<file path="config.mk">
export PLATFORM = sky130hd
export DESIGN_NAME = can_flag_abort_filter_regs
export DESIGN_NICKNAME = d
export VERILOG_FILES = /design/src/design/can_flag_pkg.sv /design/src/design/can_flag_abort_filter_regs.sv
export SDC_FILE = /design/constraint.sdc
export NUM_CORES = 1
export LEC_CHECK = 0
export BUFFER_PORTS_ARGS = -buffer_cell sky130_fd_sc_hd__clkbuf_2
export CORE_ASPECT_RATIO = 0.6
export CORE_MARGIN = 5
export CORE_UTILIZATION = 47
export CTS_BUF_LIST = sky130_fd_sc_hd__clkbuf_8
export CTS_CLUSTER_DIAMETER = 60
export DETAILED_ROUTE_END_ITERATION = 10
export PLACE_DENSITY = 0.82
export SKIP_LAST_GASP = 1
export SYNTH_ARGS = -nofsm -noshare
export SYNTH_HDL_FRONTEND = slang
export SYNTH_SLANG_ARGS = --single-unit
</file>
<file path="constraint.sdc">
create_clock -name clk_i -period 2.27 [get_ports clk_i]
set_clock_uncertainty 0.15 [all_clocks]
set_input_delay 0.227 -clock clk_i [delete_from_list [all_inputs] [get_ports clk_i]]
set_output_delay 0.227 -clock clk_i [all_outputs]
set_load 0.005 [all_outputs]
</file>
<file path="src/design/can_flag_pkg.sv">
// constants, register map and carrier types of the can flag/abort/filter block
package can_flag_pkg;

    localparam int          ADDR_W      = 4;
    localparam int          NUM_TXB     = 3;
    // word offsets of the registers (byte address = offset)
    localparam logic [ADDR_W-1:0] OFS_RFLG = 4'h0;
    localparam logic [ADDR_W-1:0] OFS_RIER = 4'h4;
    localparam logic [ADDR_W-1:0] OFS_TFLG = 4'h8;
    localparam logic [ADDR_W-1:0] OFS_TCTL = 4'hC;
    localparam logic [5:0]  OFS_IDAC    = 6'h10;
    localparam logic [5:0]  OFS_RXER    = 6'h14;
    localparam logic [5:0]  OFS_TXER    = 6'h18;
    localparam logic [5:0]  OFS_MCR0    = 6'h1C;

    // receive flag / enable bit positions (shared layout)
    localparam int          B_WUP       = 7;
    localparam int          B_RWRN      = 6;
    localparam int          B_TWRN      = 5;
    localparam int          B_RERR      = 4;
    localparam int          B_TERR      = 3;
    localparam int          B_BOFF      = 2;
    localparam int          B_OVR       = 1;
    localparam int          B_RXF       = 0;
    // transmit flags: acknowledge bits 6:4, empty bits 2:0
    localparam int          B_ABTAK     = 4;
    localparam int          B_TXE       = 0;
    // transmit control: abort request 6:4, empty enables 2:0
    localparam int          B_ABTRQ     = 4;
    localparam int          B_TXEIE     = 0;
    // acceptance control: mode 5:4, hit 1:0
    localparam int          B_IDAM      = 4;
    localparam int          B_IDHIT     = 0;
    localparam int          B_SOFT_RESET_CONTROL    = 0;

    localparam logic [7:0]  RST_RFLG    = 8'h00;
    localparam logic [7:0]  RST_RIER    = 8'h00;
    localparam logic [2:0]  RST_TXE     = 3'h7;
    localparam logic [7:0]  RST_TCTL    = 8'h00;
    localparam logic        RST_SOFT_RESET_CONTROL  = 1'b1;

    typedef enum logic [1:0] {
        MODE_32   = 2'h0,
        MODE_16   = 2'h1,
        MODE_8    = 2'h2,
        MODE_SHUT = 2'h3
    } accept_mode_e;

    // status events from the protocol engine, all one-cycle pulses
    typedef struct packed {
        logic       wakeup;
        logic       rx_warn;
        logic       tx_warn;
        logic       rx_passive;
        logic       tx_passive;
        logic       busoff;
        logic       overrun;
        logic       rx_accept;
        logic [1:0] rx_hit;
    } rx_event_s;

    // levels that keep a receive flag from being cleared
    typedef struct packed {
        logic       rx_warn;
        logic       tx_warn;
        logic       rx_passive;
        logic       tx_passive;
        logic       busoff;
    } rx_cond_s;

    typedef struct packed {
        logic [NUM_TXB-1:0] sent;
        logic [NUM_TXB-1:0] started;
        logic [NUM_TXB-1:0] failed;
    } tx_event_s;

endpackage : can_flag_pkg

</file>
<file path="src/design/can_flag_abort_filter_regs.sv">
// register file for can receive/transmit flags, aborts and acceptance control
//
// Added by the designer: the address map and the Wishbone register port.
`timescale 1ns/1ps
module can_flag_abort_filter_regs
    import can_flag_pkg::*;
(
    input  wire logic         clk_i,
    input  wire logic         rst_i,
    input  wire logic         wb_cyc_i,
    input  wire logic         wb_stb_i,
    input  wire logic         wb_we_i,
    input  wire logic [5:0]   wb_adr_i,
    input  wire logic [3:0]   wb_sel_i,
    input  wire logic [31:0]  wb_dat_i,
    output logic      [31:0]  wb_dat_o,
    output logic              wb_ack_o,
    input  wire rx_event_s    rx_event_i,
    input  wire rx_cond_s     rx_cond_i,
    input  wire tx_event_s    tx_event_i,
    input  wire logic [7:0]   rx_err_count_i,
    input  wire logic [7:0]   tx_err_count_i,
    input  wire logic         sleep_i,
    output logic              fg_load_o,
    output logic [1:0]        accept_mode_o,
    output logic [NUM_TXB-1:0] abort_request_o,
    output logic              wakeup_irq_o,
    output logic              error_irq_o,
    output logic              receive_irq_o,
    output logic              transmit_irq_o
);

    logic [7:0]          receive_status_flags;
    logic [7:0]          receive_interrupt_enables;
    logic [NUM_TXB-1:0]  transmit_empty_flag;
    logic [NUM_TXB-1:0]  abort_acknowledge;
    logic [NUM_TXB-1:0]  abort_request;
    logic [NUM_TXB-1:0]  transmit_empty_irq_enable;
    logic [1:0]          acceptance_mode;
    logic [1:0]          filter_hit_indicator;
    logic                soft_reset_control;
    logic                wr_req;
    logic                rd_req;
    logic                lane0;
    logic                accept_ok;
    logic [7:0]          hold_cond;
    logic [NUM_TXB-1:0]  grant_abort;
    logic [NUM_TXB-1:0]  set_empty;
    logic [7:0]          next_rd;

    function automatic logic hit(input logic [5:0] a, input logic [5:0] o);
        return a == o;
    endfunction : hit

    // one access per request: ack goes low the cycle after it was given
    assign wr_req = wb_cyc_i && wb_stb_i && !wb_ack_o && wb_we_i;
    assign rd_req = wb_cyc_i && wb_stb_i && !wb_ack_o && !wb_we_i;
    assign lane0  = wb_sel_i[0];

    always_ff @(posedge clk_i)
    begin
        if (rst_i)
            wb_ack_o <= 1'b0;
        else
            wb_ack_o <= wb_cyc_i && wb_stb_i && !wb_ack_o;
    end

    // module control zero: soft reset bit, set after hard reset
    always_ff @(posedge clk_i)
    begin
        if (rst_i)
            soft_reset_control <= RST_SOFT_RESET_CONTROL;
        else if (wr_req && lane0 && hit(wb_adr_i, OFS_MCR0))
            soft_reset_control <= wb_dat_i[B_SOFT_RESET_CONTROL];
    end

    // closed filter or unread foreground blocks the copy
    assign accept_ok = rx_event_i.rx_accept
                     && acceptance_mode != MODE_SHUT
                     && !receive_status_flags[B_RXF]
                     && !soft_reset_control;

    // flags still backed by a live condition refuse the clear
    always_comb
    begin
        hold_cond         = 8'h00;
        hold_cond[B_RWRN] = rx_cond_i.rx_warn;
        hold_cond[B_TWRN] = rx_cond_i.tx_warn;
        hold_cond[B_RERR] = rx_cond_i.rx_passive;
        hold_cond[B_TERR] = rx_cond_i.tx_passive;
        hold_cond[B_BOFF] = rx_cond_i.busoff;
    end

    always_ff @(posedge clk_i)
    begin
        if (rst_i || soft_reset_control)
            receive_status_flags <= RST_RFLG;
        else
        begin
            if (wr_req && lane0 && hit(wb_adr_i, {2'h0, OFS_RFLG}))
                receive_status_flags <= receive_status_flags
                    & ~(wb_dat_i[7:0] & ~hold_cond);
            // set wins over a simultaneous clear
            if (rx_event_i.wakeup)
                receive_status_flags[B_WUP] <= 1'b1;
            if (rx_event_i.rx_warn)
                receive_status_flags[B_RWRN] <= 1'b1;
            if (rx_event_i.tx_warn)
                receive_status_flags[B_TWRN] <= 1'b1;
            if (rx_event_i.rx_passive)
                receive_status_flags[B_RERR] <= 1'b1;
            if (rx_event_i.tx_passive)
                receive_status_flags[B_TERR] <= 1'b1;
            if (rx_event_i.busoff)
                receive_status_flags[B_BOFF] <= 1'b1;
            if (rx_event_i.overrun)
                receive_status_flags[B_OVR] <= 1'b1;
            if (accept_ok)
                receive_status_flags[B_RXF] <= 1'b1;
        end
    end

    always_ff @(posedge clk_i)
    begin
        if (rst_i || soft_reset_control)
            receive_interrupt_enables <= RST_RIER;
        else if (wr_req && lane0 && hit(wb_adr_i, {2'h0, OFS_RIER}))
            receive_interrupt_enables <= wb_dat_i[7:0];
    end

    // hit number follows the message copied to the foreground
    always_ff @(posedge clk_i)
    begin
        if (rst_i)
            filter_hit_indicator <= 2'h0;
        else if (accept_ok)
            filter_hit_indicator <= rx_event_i.rx_hit;
    end

    always_ff @(posedge clk_i)
    begin
        if (rst_i)
            acceptance_mode <= MODE_32;
        else if (wr_req && lane0 && soft_reset_control
                 && hit(wb_adr_i, OFS_IDAC))
            acceptance_mode <= wb_dat_i[B_IDAM +: 2];
    end

    // per-buffer transmit handshake
    genvar gi;
    generate
        for (gi = 0; gi < NUM_TXB; gi++)
        begin : g_txb
            // abort allowed before start or after a failed attempt
            assign grant_abort[gi] = abort_request[gi]
                && !transmit_empty_flag[gi]
                && (!tx_event_i.started[gi] || tx_event_i.failed[gi]);
            assign set_empty[gi] = !transmit_empty_flag[gi]
                && (tx_event_i.sent[gi] || grant_abort[gi]);

            always_ff @(posedge clk_i)
            begin
                if (rst_i || soft_reset_control)
                begin
                    transmit_empty_flag[gi] <= RST_TXE[gi];
                    abort_acknowledge[gi]   <= 1'b0;
                end
                else if (set_empty[gi])
                begin
                    transmit_empty_flag[gi] <= 1'b1;
                    abort_acknowledge[gi]   <= !tx_event_i.sent[gi];
                end
                else if (wr_req && lane0
                         && hit(wb_adr_i, {2'h0, OFS_TFLG})
                         && wb_dat_i[B_TXE + gi])
                begin
                    transmit_empty_flag[gi] <= 1'b0;
                    abort_acknowledge[gi]   <= 1'b0;
                end
            end

            always_ff @(posedge clk_i)
            begin
                if (rst_i || soft_reset_control)
                    abort_request[gi] <= RST_TCTL[B_ABTRQ + gi];
                else if (set_empty[gi])
                    abort_request[gi] <= 1'b0;
                else if (wr_req && lane0
                         && hit(wb_adr_i, {2'h0, OFS_TCTL})
                         && wb_dat_i[B_ABTRQ + gi])
                    abort_request[gi] <= 1'b1;
            end

            always_ff @(posedge clk_i)
            begin
                if (rst_i || soft_reset_control)
                    transmit_empty_irq_enable[gi] <= RST_TCTL[B_TXEIE + gi];
                else if (wr_req && lane0
                         && hit(wb_adr_i, {2'h0, OFS_TCTL}))
                    transmit_empty_irq_enable[gi] <= wb_dat_i[B_TXEIE + gi];
            end
        end
    endgenerate

    // read mux; counters read zero outside sleep or soft reset
    always_comb
    begin
        next_rd = 8'h00;
        case (wb_adr_i)
            {2'h0, OFS_RFLG}: next_rd = receive_status_flags;
            {2'h0, OFS_RIER}: next_rd = receive_interrupt_enables;
            {2'h0, OFS_TFLG}: next_rd = {1'b0, abort_acknowledge,
                                         1'b0, transmit_empty_flag};
            {2'h0, OFS_TCTL}: next_rd = {1'b0, abort_request,
                                         1'b0, transmit_empty_irq_enable};
            OFS_IDAC: next_rd = {2'h0, acceptance_mode,
                                 2'h0, filter_hit_indicator};
            OFS_RXER: next_rd = (sleep_i || soft_reset_control)
                                ? rx_err_count_i : 8'h00;
            OFS_TXER: next_rd = (sleep_i || soft_reset_control)
                                ? tx_err_count_i : 8'h00;
            OFS_MCR0: next_rd = {7'h00, soft_reset_control};
            default:  next_rd = 8'h00;
        endcase
    end

    always_ff @(posedge clk_i)
    begin
        if (rst_i)
            wb_dat_o <= 32'h0000_0000;
        else if (rd_req)
            wb_dat_o <= {24'h00_0000, next_rd};
    end

    always_ff @(posedge clk_i)
    begin
        if (rst_i)
        begin
            fg_load_o       <= 1'b0;
            accept_mode_o   <= MODE_32;
            abort_request_o <= '0;
        end
        else
        begin
            fg_load_o       <= accept_ok;
            accept_mode_o   <= acceptance_mode;
            abort_request_o <= abort_request;
        end
    end

    // interrupt lines: AND each flag with its enable, OR by class
    always_ff @(posedge clk_i)
    begin
        if (rst_i)
        begin
            wakeup_irq_o   <= 1'b0;
            error_irq_o    <= 1'b0;
            receive_irq_o  <= 1'b0;
            transmit_irq_o <= 1'b0;
        end
        else
        begin
            wakeup_irq_o   <= receive_status_flags[B_WUP]
                            & receive_interrupt_enables[B_WUP];
            error_irq_o    <= |(receive_status_flags[B_RWRN:B_OVR]
                & receive_interrupt_enables[B_RWRN:B_OVR]);
            receive_irq_o  <= receive_status_flags[B_RXF]
                            & receive_interrupt_enables[B_RXF];
            transmit_irq_o <= |(transmit_empty_flag
                            & transmit_empty_irq_enable);
        end
    end
endmodule : can_flag_abort_filter_regs

</file>
Word-level counts from Yosys, hierarchy flattened

Index checks and enable logic that the tools add are counted.
W data, S select, Z words.

Multiply operators: 0
Equality and inequality tests: 8
Reduce and logical (&&, ||, !) cells: 68
$add $sub $neg: 0
Shift-type cells: 0
Divide/modulo/power cells: 0
Multiplexer cells: 18
Magnitude comparators: 0
Bitwise logic cells: 8

Operators with widths:

| cell                 | count |
|---|---|
| $pmux W8 S8          | 1 |
| $logic_and A1 B1 Y1  | 30 |
| $eq A6 B5 Y1 const B | 4 |
| $mux W8              | 3 |
| $reduce_bool A2 Y1   | 11 |
| $and A8 B8 Y8        | 2 |
| $mux W1              | 14 |
| $logic_not A1 Y1     | 13 |
| $eq A6 B4 Y1 const B | 2 |
| $logic_or A1 B1 Y1   | 8 |
| $not A7 Y8           | 1 |
| $not A8 Y8           | 1 |
| $and A6 B6 Y6        | 1 |
| $eq A6 B3 Y1 const B | 1 |
| $logic_not A6 Y1     | 1 |
| $reduce_or A2 Y1     | 3 |
| $reduce_or A6 Y1     | 1 |
| $and A3 B3 Y3        | 1 |
| $reduce_or A3 Y1     | 1 |
| $and A1 B1 Y1        | 2 |
| $ne A2 B2 Y1 const B | 1 |

Flip-flop bits (word level): 52
Logic and storage cells: 135
Output and inout bits: 43
Latch bits: 0
Input port bits: 88
RAM bits: 0
ROM bits: 0
Memories kept: 0

Depth between registers and ports, before layout

Gate-level depths: netlist of the first run.

Depth after elaboration: 8
Gate-level depth with buffers: 7
Mapped depth without buffers: 4

Least setup slack after synthesis of the first run

Ideal clock, no wire load.

Kind: input-to-reg
From: in wb_adr_i[4]
To: reg receive_status_flags[0]
Setup time: 0.134 ns
Arrival time: 1.555 ns
Buffers on the path: 2
Setup slack: 0.432 ns
Stages: 6
Required time: 1.986 ns
Cells stage by stage: buf_6 -> or4_4 -> buf_6 -> or3_4 -> nor3_4 -> a311oi_1

Word-level cells in the longest chain between the ends: 3

Ends and longest elaborated chain:

| item                                | RTL line                          | text |
|---|---|---|
| from (decl)                         | can_flag_abort_filter_regs.sv:13  | `input wire logic [5:0] wb_adr_i,` |
| $logic_not A6 Y1                    | can_flag_abort_filter_regs.sv:52  | `return a == o;` |
| $logic_and A1 B1 Y1                 | can_flag_abort_filter_regs.sv:100 | `if (wr_req && lane0 && hit(wb_adr_i, {2'h0, OFS_RFLG}))` |
| $reduce_bool A2 Y1 (no source line) | n/a                               |  |
| to (signal assigned)                | can_flag_abort_filter_regs.sv:101 | `receive_status_flags <= receive_status_flags` |
| to (decl)                           | can_flag_abort_filter_regs.sv:33  | `logic [7:0] receive_status_flags;` |

Every way passes these cells.
A chain may end at the register's enable or synchronous reset.

Worst setup path in the final report of the first run

From: reg wb_ack_o
To: reg transmit_empty_irq_enable[0]

Word-level cells in the longest chain between the ends: 5

Ends and longest elaborated chain:

| item                              | RTL line                          | text |
|---|---|---|
| from (decl)                       | can_flag_abort_filter_regs.sv:17  | `output logic wb_ack_o,` |
| from (signal assigned)            | can_flag_abort_filter_regs.sv:65  | `wb_ack_o <= wb_cyc_i && wb_stb_i && !wb_ack_o;` |
| $logic_not A1 Y1                  | can_flag_abort_filter_regs.sv:56  | `assign wr_req = wb_cyc_i && wb_stb_i && !wb_ack_o && wb_we_i;` |
| $logic_and A1 B1 Y1 (2 in series) | can_flag_abort_filter_regs.sv:56  |  |
| $logic_and A1 B1 Y1               | can_flag_abort_filter_regs.sv:198 | `else if (wr_req && lane0` |
| $logic_and A1 B1 Y1               | can_flag_abort_filter_regs.sv:199 | `&& hit(wb_adr_i, {2'h0, OFS_TCTL}))` |
| to (signal, indexed assignment)   | can_flag_abort_filter_regs.sv:197 | `transmit_empty_irq_enable[gi] <= RST_TCTL[B_TXEIE + gi];` |
| to (signal, indexed assignment)   | can_flag_abort_filter_regs.sv:200 | `transmit_empty_irq_enable[gi] <= wb_dat_i[B_TXEIE + gi];` |
| to (decl)                         | can_flag_abort_filter_regs.sv:38  | `logic [NUM_TXB-1:0] transmit_empty_irq_enable;` |

Every way passes these cells.

==> results.ini, run 1 <==
[synth]
yosysTopAreaCellShare = 0.401
synth_commonest_cells = 52 x dfxtp_1, 30 x nor2_1, 25 x buf_4, 19 x mux2i_1, 16 x a21oi_1
syn-cell-area_mm2 = 0.00260
syn_area_per_cell_um2 = 9.18
ys_ff_latch = 52
yosysSeqAreaShare = 0.401
post-synth-top-count-cell = dfxtp_1
synth_area_leaders = dfxtp_1 40%, mux2i_1 7.3%, buf_4 7.2%
synthFlopType = dfxtp_1
synth_cell_type_count = 46
syn_inst = 283
yosys_warnings = 0
synth_edf_count = 0
yosys.area.top_type = dfxtp_1
async_reset_ff_frac = 0

[timing]
tightest_slew_ps = 576
fmax_mhz = 553
post-route-period-util = 0.797
slew_headroom = 0.613
layout_min_cycle_time_ps = 1810
rsz0062_at_grt = false
setup_tns_ps = 0
finalHoldViolCount = 0
fin_hold_ws_ps = 5.16
setup_violations = 0
drv_slew = 0

[clocking]
clkSinkCount = 52
clk_latency_ps = 310
post_cts_buffers = 0
cts_buffers = 5
clkTransAtPathRegs_ps = 90
cts_buffer_depth = 2
cts_tree = yes
cts_root_buffer = clkbuf_8
h-tree-depth = 2

[detailed_routing]
via_per_inst = 5.38
wl_per_cell_um = 15.8
via_count = 2362
ant_nets = 0
drtIter0Drc = 130
routed_wl_mm = 6.94
drtPass1Iterations = 4
drc = 0

[global_routing]
grt_max_degree = 17
grt_pass1_wl_mm = 10.9
grt_pass1_vias = 2252
antenna_found_initial = 0
grt_use_total = 0.195
overflow = 0

[placement]
hpwlAfterDp_mm = 5.45
port_buffers = 79
placed_area_mm2 = 0.00300
place.gp.congestion = 0.868

[job]
cap_viol_max_count = 0

[finish]
antenna_cells = 0
nets = 457
drive_gt1_frac = 0.292
fin_area_mm2 = 0.00320
syn_to_final_growth_pct = 23.1

[floorplan]
core_area_mm2 = 0.00547
die_y_um = 67.6
io_pins = 131
fp.dieW_um = 106
rows = 21
start_util = 0.475
dieArea_mm2 = 0.00716

[critical_path]
slowest_delay_ps = 550
ff2ff_path_depth = 5
critPathBufInv = 1
r2r-end = transmit_empty_irq_enable[0]$_SDFFE_PP0P_
cp_data_required_time_ps = 2320
worst-r2r-setup-slack_ps = 460
startpoint_type = register
crit_type = reg -> reg
crit_cells = 5
critPathArrivalTime_ps = 1860
crit_path_top_delay_cell = nor4_4
r2r-start = wb_ack_o$_SDFF_PP0_
cp_cell_sequence = nand3b_1, buf_4, nor4_4, mux2i_1, nor2_1
cp-end-kind = register
critPathTopFamily = simple AND/OR/NAND/NOR gates
worst-path-max-fanout = 7

[power_and_ir_drop]
vdd_drop_max_mv = 0.283
power_density_mw_per_mm2 = 615
leakage_nw = 1.30

[min_path]
min_to = receive_status_flags[1]$_SDFFE_PP0P_
hp-class = in -> reg
holdPathStages = 3
min_from = rx_event_i[3]

[run_status]
status = complete, no violations

==> per-stage QoR <==
step | total power [mW] | cells | worst slack, ps | util
final | 1.96 | 439 | 460 | 0.585
after global placement | 1.11 | 427 | 191 | 0.549
after floorplan | 1.06 | 306 | 432 | -
after detailed placement | 1.11 | 427 | 175 | 0.549
after CTS | 1.97 | 439 | 445 | 0.585
after global routing | 2.04 | 439 | 339 | 0.585
==> cells by family after synthesis <==
logic type	after synthesis	share of synthesized area
AO/OA/AOI/OAI	74	0.200
buffers and inverters	48	0.112
multiplexers	21	0.0906
AND/OR/NAND/NOR	87	0.195
flip-flops	52	0.401
other	1	0.00144
==> flip-flops by register name, summed over array words and instances (netlist names), 2 cells and up <==
signal / cells
abort_request_o: 3
wb_dat_o: 8
accept_mode_o: 2
transmit_empty_irq_enable: 3
acceptance_mode: 2
receive_interrupt_enables: 8
filter_hit_indicator: 2
transmit_empty_flag: 3
receive_status_flags: 8
abort_request: 3
abort_acknowledge: 3
==> worst min-delay path: stages <==
cell	delay (ps)
clkbuf_2	90
inv_1	40
a31oi_1	60
==> report_power, final <==
| group | leakage [nW] | switching (mW) | internal [mW] | total (mW) |
|---|---|---|---|---|
| Sequential | 0.419 | 0.00228 | 0.916 | 0.918 |
| Clock | 0.0784 | 0.314 | 0.551 | 0.864 |
| Combinational | 0.802 | 0.0970 | 0.0850 | 0.182 |
==> cells in the final DEF (no fill, tap or decap), drive strengths merged, types with 5 or more instances in the layout <==
master	instances
a21oi	16
a22o	11
a22oi	5
buf	12
clkbuf	84
conb	24
dfxtp	52
inv	9
mux2i	19
nand2	11
nand2b	7
nor2	30
nor2b	7
nor3b	6
o21ai	13
o2bb2ai	6
==> worst max path at each step <==
| stage | startpoint | end | slack, ps |
|---|---|---|---|
| 3_3_place_gp | wb_adr_i[1] | receive_status_flags[0]$_SDFFE_PP0P_ | 190 |
| 5_1_grt | soft_reset_control$_SDFFE_PP1P_ | wb_dat_o[7]$_SDFFE_PP0P_ | 340 |
| 4_1_cts | wb_ack_o$_SDFF_PP0_ | transmit_empty_flag[1]$_SDFFE_PP1P_ | 440 |
| 3_5_place_dp | wb_adr_i[1] | receive_status_flags[0]$_SDFFE_PP0P_ | 180 |
| 6_report | wb_ack_o$_SDFF_PP0_ | transmit_empty_irq_enable[0]$_SDFFE_PP0P_ | 460 |
| 2_1_floorplan | wb_adr_i[4] | receive_status_flags[0]$_SDFFE_PP0P_ | 430 |
==> layout make-up <==
type | instances | area, um2
Clock buffer | 5 | 68.8
Clock inverter | 3 | 90.1
Fill cell | 467 | 2270
Inverter | 9 | 33.8
Multi-Input combinational cell | 206 | 1350
Sequential cell | 52 | 1040
Tap cell | 69 | 86.3
Timing Repair Buffer | 95 | 526
==> per-layer routing <==
layer  vias up  wire [um]  track usage
met5         -          0            0
met4         0         78       0.0549
met3        11        661       0.0535
met2        98       2910        0.306
met1      1101       3300        0.266
li1       1152          -            -
==> timing repair <==
| item | 4_1_cts | 5_1_grt |
|---|---|---|
| endpoints found under the setup margin | 0 | 0 |
| endpoints found under the hold margin | 4 | 0 |
| hold buffers | 4 | 0 |
| gates resized for setup | 0 | 0 |
(Power assumes the default switching activity.)
==> inputs of run 2 (changes only) <==
clock period = 1.88 ns   (was 2.27 ns; I/O delays follow)
==> run 2 against run 1 <==
Compared with the run above: first-iteration DRC count up 75%; register-to-register slack lost 370 ps; global-route usage down 0.38 points; non-clock buffer count increased by 13; combinational power is 29% higher; hold slack worse by 2.8 ps; sequential share of layout area is 0.87 points lower; sequential power increased by 21%; die area is the same; total power grew 9.2%; worst setup slack lost 370 ps; critical path type unchanged; critical endpoint is now acceptance_mode[0]$_SDFFE_PP0P_; highest routed layer unchanged.
==> results.ini, run 2 (same netlist as run 1, synthesis figures left out) <==
[critical_path]
path_common_cell = buf_4
cp-end-kind = register  ; unchanged
crit_path_top_delay_cell = dfxtp_1  ; was nor4_4
ff2ff_path_depth = 6  ; was 5
slowest_delay_ps = 320  ; was 550 ps
startpoint_type = register  ; unchanged
worst-path-max-fanout = 5  ; was 7
critPathArrivalTime_ps = 1850  ; was 1860 ps
cp_cell_sequence = nand3b_1, buf_4, nor4_2, buf_4, mux2i_1, nor2_1  ; was nand3b_1, buf_4, nor4_4, mux2i_1, nor2_1
cp_data_required_time_ps = 1940  ; was 2320 ps
crit_type = reg -> reg  ; unchanged

[placement]
placed_area_mm2 = 0.00306  ; was 0.00300 mm2
port_buffers = 79  ; unchanged
dp_cells = 434  ; was 427
place.gp.congestion = 0.915  ; was 0.868
hpwlAfterDp_mm = 5.44  ; was 5.45 mm

[job]
cap_viol_max_count = 0  ; unchanged

[power_and_ir_drop]
clkPwrFrac = 0.374  ; was 0.440
p_sw_frac = 0.244  ; was 0.210
p_seq_frac = 0.517  ; was 0.467
power_switching_mw = 0.524  ; was 0.413 mW
vdd_drop_max_mv = 0.403  ; was 0.283 mV
power_density_mw_per_mm2 = 653  ; was 615 mW/mm2
leakage_nw = 1.34  ; was 1.30 nW
power.combinational.fraction = 0.109  ; was 0.093
p_int_mw = 1.62  ; was 1.55 mW

[floorplan]
dieArea_mm2 = 0.00716  ; unchanged
rows = 21  ; unchanged
core_area_mm2 = 0.00547  ; unchanged
die_y_um = 67.6  ; unchanged
fp.dieW_um = 106  ; unchanged
start_util = 0.475  ; unchanged
io_pins = 131  ; unchanged

[clocking]
cts_tree = yes  ; unchanged
cts_buffer_depth = 2  ; unchanged
clkSinkCount = 52  ; unchanged
cts_buffers = 5  ; unchanged
clkTransAtPathRegs_ps = 100  ; was 90 ps
h-tree-depth = 2  ; unchanged
clk_latency_ps = 310  ; about the same
post_cts_buffers = 0  ; unchanged
cts_root_buffer = clkbuf_8  ; unchanged

[timing]
finalHoldViolCount = 0  ; unchanged
setup_tns_ps = 0  ; unchanged
layout_min_cycle_time_ps = 1790  ; was 1810 ps
drv_slew = 0  ; unchanged
fmax_mhz = 559  ; was 553 MHz
post-route-period-util = 0.951  ; was 0.797
fin_hold_ws_ps = 2.32  ; was 5.16 ps
setup_violations = 0  ; unchanged

[finish]
antenna_cells = 0  ; unchanged
multiInputGateArea_mm2 = 0.00136  ; was 0.00135 mm2
syn_to_final_growth_pct = 26.4  ; was 23.1%
final_common_cell = clkbuf_2  ; unchanged
nets = 470  ; was 457
top_regs = receive_interrupt_enables (8), receive_status_flags (8), wb_dat_o (8)  ; unchanged
drive_gt1_frac = 0.303  ; was 0.292
ff_latch_area_mm2 = 0.00104  ; unchanged
fill_cells = 443  ; was 467
fin_area_mm2 = 0.00328  ; was 0.00320 mm2
fin_cells = 452  ; was 439
layout_common_cells = 79 x clkbuf_2, 52 x dfxtp_1, 30 x nor2_1  ; unchanged

[detailed_routing]
wl_per_cell_um = 15.8  ; about the same
ant_nets = 0  ; unchanged
drtIter0Drc = 228  ; was 130
drc = 0  ; unchanged
via_count = 2443  ; was 2362
routed_wl_mm = 7.13  ; was 6.94 mm
drtPass1Iterations = 5  ; was 4
via_per_inst = 5.40  ; was 5.38

[global_routing]
grt_use_total = 0.191  ; was 0.195
grt_pass1_wl_mm = 10.7  ; was 10.9 mm
overflow = 0  ; unchanged
grt_max_degree = 18  ; was 17
antenna_found_initial = 0  ; unchanged
grt_pass1_vias = 2237  ; was 2252

[min_path]
hp-class = in -> reg  ; unchanged
holdPathStages = 3  ; unchanged

[run_status]
status = complete, no violations  ; unchanged

## run 2: final cells by class
type | instances | area share
multi-input cells | 206 | 0.413
well taps | 69 | 0.0263
repair buffers | 108 | 0.198
flip-flops and latches | 52 | 0.317
inverters | 9 | 0.0103
clock inverters | 3 | 0.0141
clock buffers | 5 | 0.0210
## run 2: per-stage QoR
step	util	total power, mW	setup WS, ps
floorplan	-	1.28	80.5
CTS	0.600	2.15	46.6
global placement	0.560	1.34	-0.733
detailed placement	0.560	1.35	-32.1
finish	0.601	2.15	91.9
global route	0.601	2.22	-5.52
## run 2: power by group through the flow
| stage | Combinational [mW] | Clock, mW | Sequential (mW) |
|---|---|---|---|
| 6_report | 0.234 | 0.803 | 1.11 |
| 5_1_grt | 0.256 | 0.850 | 1.11 |
| 4_1_cts | 0.230 | 0.809 | 1.11 |
| 3_5_place_dp | 0.213 | 0 | 1.13 |
| 3_3_place_gp | 0.208 | 0 | 1.13 |
| 2_1_floorplan | 0.141 | 0 | 1.13 |
## run 2: final timing paths
| kind | end | start | slack (ps) |
|---|---|---|---|
| worst max-delay path | acceptance_mode[0]$_SDFFE_PP0P_ | wb_ack_o$_SDFF_PP0_ | 90 |
| worst min-delay path | receive_status_flags[5]$_SDFFE_PP0P_ | rx_cond_i[3] | 2 |
| worst max register to register | acceptance_mode[0]$_SDFFE_PP0P_ | wb_ack_o$_SDFF_PP0_ | 90 |
| worst min register to register | wakeup_irq_o$_SDFF_PP0_ | receive_interrupt_enables[7]$_SDFFE_PP0P_ | 310 |
## run 2: worst max-delay path, delay by kind of cell, from the launching register on
family	cells	cell delay, ps
buf+inv	2	420
flops	1	320
mux	1	170
simple gates	3	630
## run 2: routing by layer
metal,vias to the layer above,share of wire,global-route usage
li1,1185,-,-
met1,1138,0.47,0.261
met2,108,0.43,0.298
met3,12,0.086,0.0544
met4,0,0.011,0.0517
met5,-,0,0
## run 2: what timing repair did
item | in CTS | in global routing
hold endpoints to repair | 9 | 0
setup endpoints to repair | 0 | 2
gates resized for setup | 0 | 1
hold buffers | 10 | 0
==> inputs of run 3 (changes only) <==
CORE_UTILIZATION = 51   (was 47)
PLACE_DENSITY = 0.88   (was 0.82)
clock period = 2.25 ns   (was 1.88 ns; I/O delays follow)
==> run 3 against run 2 <==
Compared with the run above: the run now ends with hold timing left; sequential share of layout area grew 1.5 points; combinational power shrank 20%; global-route usage grew 1.9 points; final cell count shrank 3.3%; wire length grew 0.69%; maximum frequency shrank 2.4%.
==> results.ini, run 3 (same netlist as run 1, synthesis figures left out) <==
[global_routing]
grt_use_met1 = 0.297  ; was 0.261
use_met3 = 0.0509  ; was 0.0544
grt_use_total = 0.210  ; was 0.191
grt_busiest_layer = met2  ; unchanged
antenna_found_initial = 0  ; unchanged
gr-usage-met2 = 0.312  ; was 0.298
grt_pass1_wl_mm = 10.9  ; was 10.7 mm
grt_max_degree = 17  ; was 18
overflow = 0  ; unchanged
grt_pass1_vias = 2308  ; was 2237

[timing]
rsz0062_at_grt = false
setup_violations = 0  ; unchanged
fmax_mhz = 546  ; was 559 MHz
slew_headroom = 0.590
layout_min_cycle_time_ps = 1830  ; was 1790 ps
setup_tns_ps = 0  ; unchanged
drv_slew = 0  ; unchanged
finalHoldViolCount = 1  ; was 0
tightest_slew_ps = 610
fin_ws_ps = 418  ; was 91.9 ps
fin_hold_ws_ps = -0.169  ; was 2.32 ps
post-route-period-util = 0.814  ; was 0.951

[placement]
post-place-ws_ps = 267  ; was -32.1 ps
place.gp.congestion = 0.923  ; was 0.915
port_buffers = 79  ; unchanged
hpwlAfterDp_mm = 5.47  ; was 5.44 mm
placed_area_mm2 = 0.00300  ; was 0.00306 mm2

[clocking]
h-tree-depth = 2  ; unchanged
cts_root_buffer = clkbuf_8  ; unchanged
clkSinkCount = 52  ; unchanged
cts_buffers = 5  ; unchanged
cts_buffer_depth = 2  ; unchanged
clk_latency_ps = 310  ; about the same
clkTransAtPathRegs_ps = 100  ; about the same
cts_tree = yes  ; unchanged
post_cts_buffers = 0  ; unchanged

[critical_path]
crit_cells = 5  ; was 6
slowest_delay_ps = 580  ; was 320 ps
worst-path-max-fanout = 8  ; was 5
crit_type = reg -> reg  ; unchanged
worst-r2r-setup-slack_ps = 420  ; was 90 ps
ff2ff_path_depth = 5  ; was 6
critPathArrivalTime_ps = 1890  ; was 1850 ps
startpoint_type = register  ; unchanged
cp_cell_sequence = nand3b_1, buf_4, nor4_4, mux2i_1, nor2_1  ; was nand3b_1, buf_4, nor4_2, buf_4, mux2i_1, nor2_1
crit_path_top_delay_cell = nor4_4  ; was dfxtp_1
critPathBufInv = 1  ; was 2
cp_data_required_time_ps = 2310  ; was 1940 ps
critPathTopFamily = simple AND/OR/NAND/NOR gates  ; unchanged
cp-end-kind = register  ; unchanged

[power_and_ir_drop]
power_density_mw_per_mm2 = 537  ; was 653 mW/mm2
vdd_drop_max_mv = 0.330  ; was 0.403 mV
power_mw = 1.69  ; was 2.15 mW
leakage_nw = 1.27  ; was 1.34 nW

[floorplan]
fp.dieW_um = 102  ; was 106 um
io_pins = 131  ; unchanged
dieArea_mm2 = 0.00667  ; was 0.00716 mm2
start_util = 0.519  ; was 0.475
die_y_um = 65.3  ; was 67.6 um
rows = 20  ; was 21
core_area_mm2 = 0.00500  ; was 0.00547 mm2

[detailed_routing]
wl_per_cell_um = 16.4  ; was 15.8 um
via_count = 2449  ; was 2443
drtIter0Drc = 196  ; was 228
drc = 0  ; unchanged
drtPass1Iterations = 5  ; unchanged
routed_wl_mm = 7.17  ; was 7.13 mm
via_per_inst = 5.60  ; was 5.40
ant_nets = 0  ; unchanged

[finish]
antenna_cells = 0  ; unchanged
fill_cells = 440  ; was 443
top_regs = receive_interrupt_enables (8), receive_status_flags (8), wb_dat_o (8)  ; unchanged
final_common_cell = clkbuf_2  ; unchanged
fin_area_mm2 = 0.00314  ; was 0.00328 mm2
multiInputGateArea_mm2 = 0.00135  ; was 0.00136 mm2
syn_to_final_growth_pct = 20.9  ; was 26.4%
nets = 458  ; was 470
drive_gt1_frac = 0.294  ; was 0.303
ff_latch_area_mm2 = 0.00104  ; unchanged
layout_common_cells = 79 x clkbuf_2, 52 x dfxtp_1, 30 x nor2_1  ; unchanged

[run_status]
violations = hold timing
status = finished with violations  ; was complete, no violations

[min_path]
holdPathStages = 3  ; unchanged
hp-class = in -> reg  ; unchanged

[job]
cap_viol_max_count = 0  ; unchanged

-- run 3: cell count changes in the layout (fill, tap and decap cells not counted), sizes merged --
cell / change
clkbuf: +1
bufinv: -1
dlygate4sd3: -6
inv: -1
clkinvlp: +1
buf: -6
-- run 3: where the power goes --
| group | internal (mW) | switching (mW) | total (mW) |
|---|---|---|---|
| combinational | 0.0858 | 0.101 | 0.187 |
| sequential | 0.924 | 0.00217 | 0.926 |
| clock | 0.250 | 0.323 | 0.572 |
| total | 1.26 | 0.426 | 1.69 |
-- run 3: path summary, 6_finish.rpt --
| kind | start | endpoint |
|---|---|---|
| hold reg to reg | receive_interrupt_enables[7]$_SDFFE_PP0P_ | wakeup_irq_o$_SDFF_PP0_ |
| setup reg to reg | wb_ack_o$_SDFF_PP0_ | transmit_empty_irq_enable[1]$_SDFFE_PP0P_ |
| setup / recovery | wb_ack_o$_SDFF_PP0_ | transmit_empty_irq_enable[1]$_SDFFE_PP0P_ |
| hold / removal | rx_event_i[3] | receive_status_flags[1]$_SDFFE_PP0P_ |
-- run 3: what timing repair did --
item,CTS,global route
gates resized for setup,0,0
endpoints found under the hold margin,4,0
setup endpoints to repair,0,0
hold buffers,4,0
-- run 3: layout make-up --
cell class	instances	share of cell area
multi-input combinational	206	0.430
clock inverter	2	0.00478
tap	66	0.0263
clock buffer	6	0.0263
inverter	9	0.0108
sequential	52	0.332
timing repair buffer	96	0.170
-- run 3: tightest hold or removal path, stage by stage --
cell and delay, ps:
clkbuf_2 90, inv_1 40, a31oi_1 60
-- run 3: per-layer routing --
layer	up-vias	wire length [um]
li1	1156	-
met4	0	153
met2	144	3030
met1	1131	3170
met5	-	0
met3	18	815
-- run 3: through the flow --
stage | instances | utilization
floorplan | 306 | -
global placement | 425 | 0.600
detailed placement | 425 | 0.600
CTS | 437 | 0.627
global route | 437 | 0.627
finish | 437 | 0.627
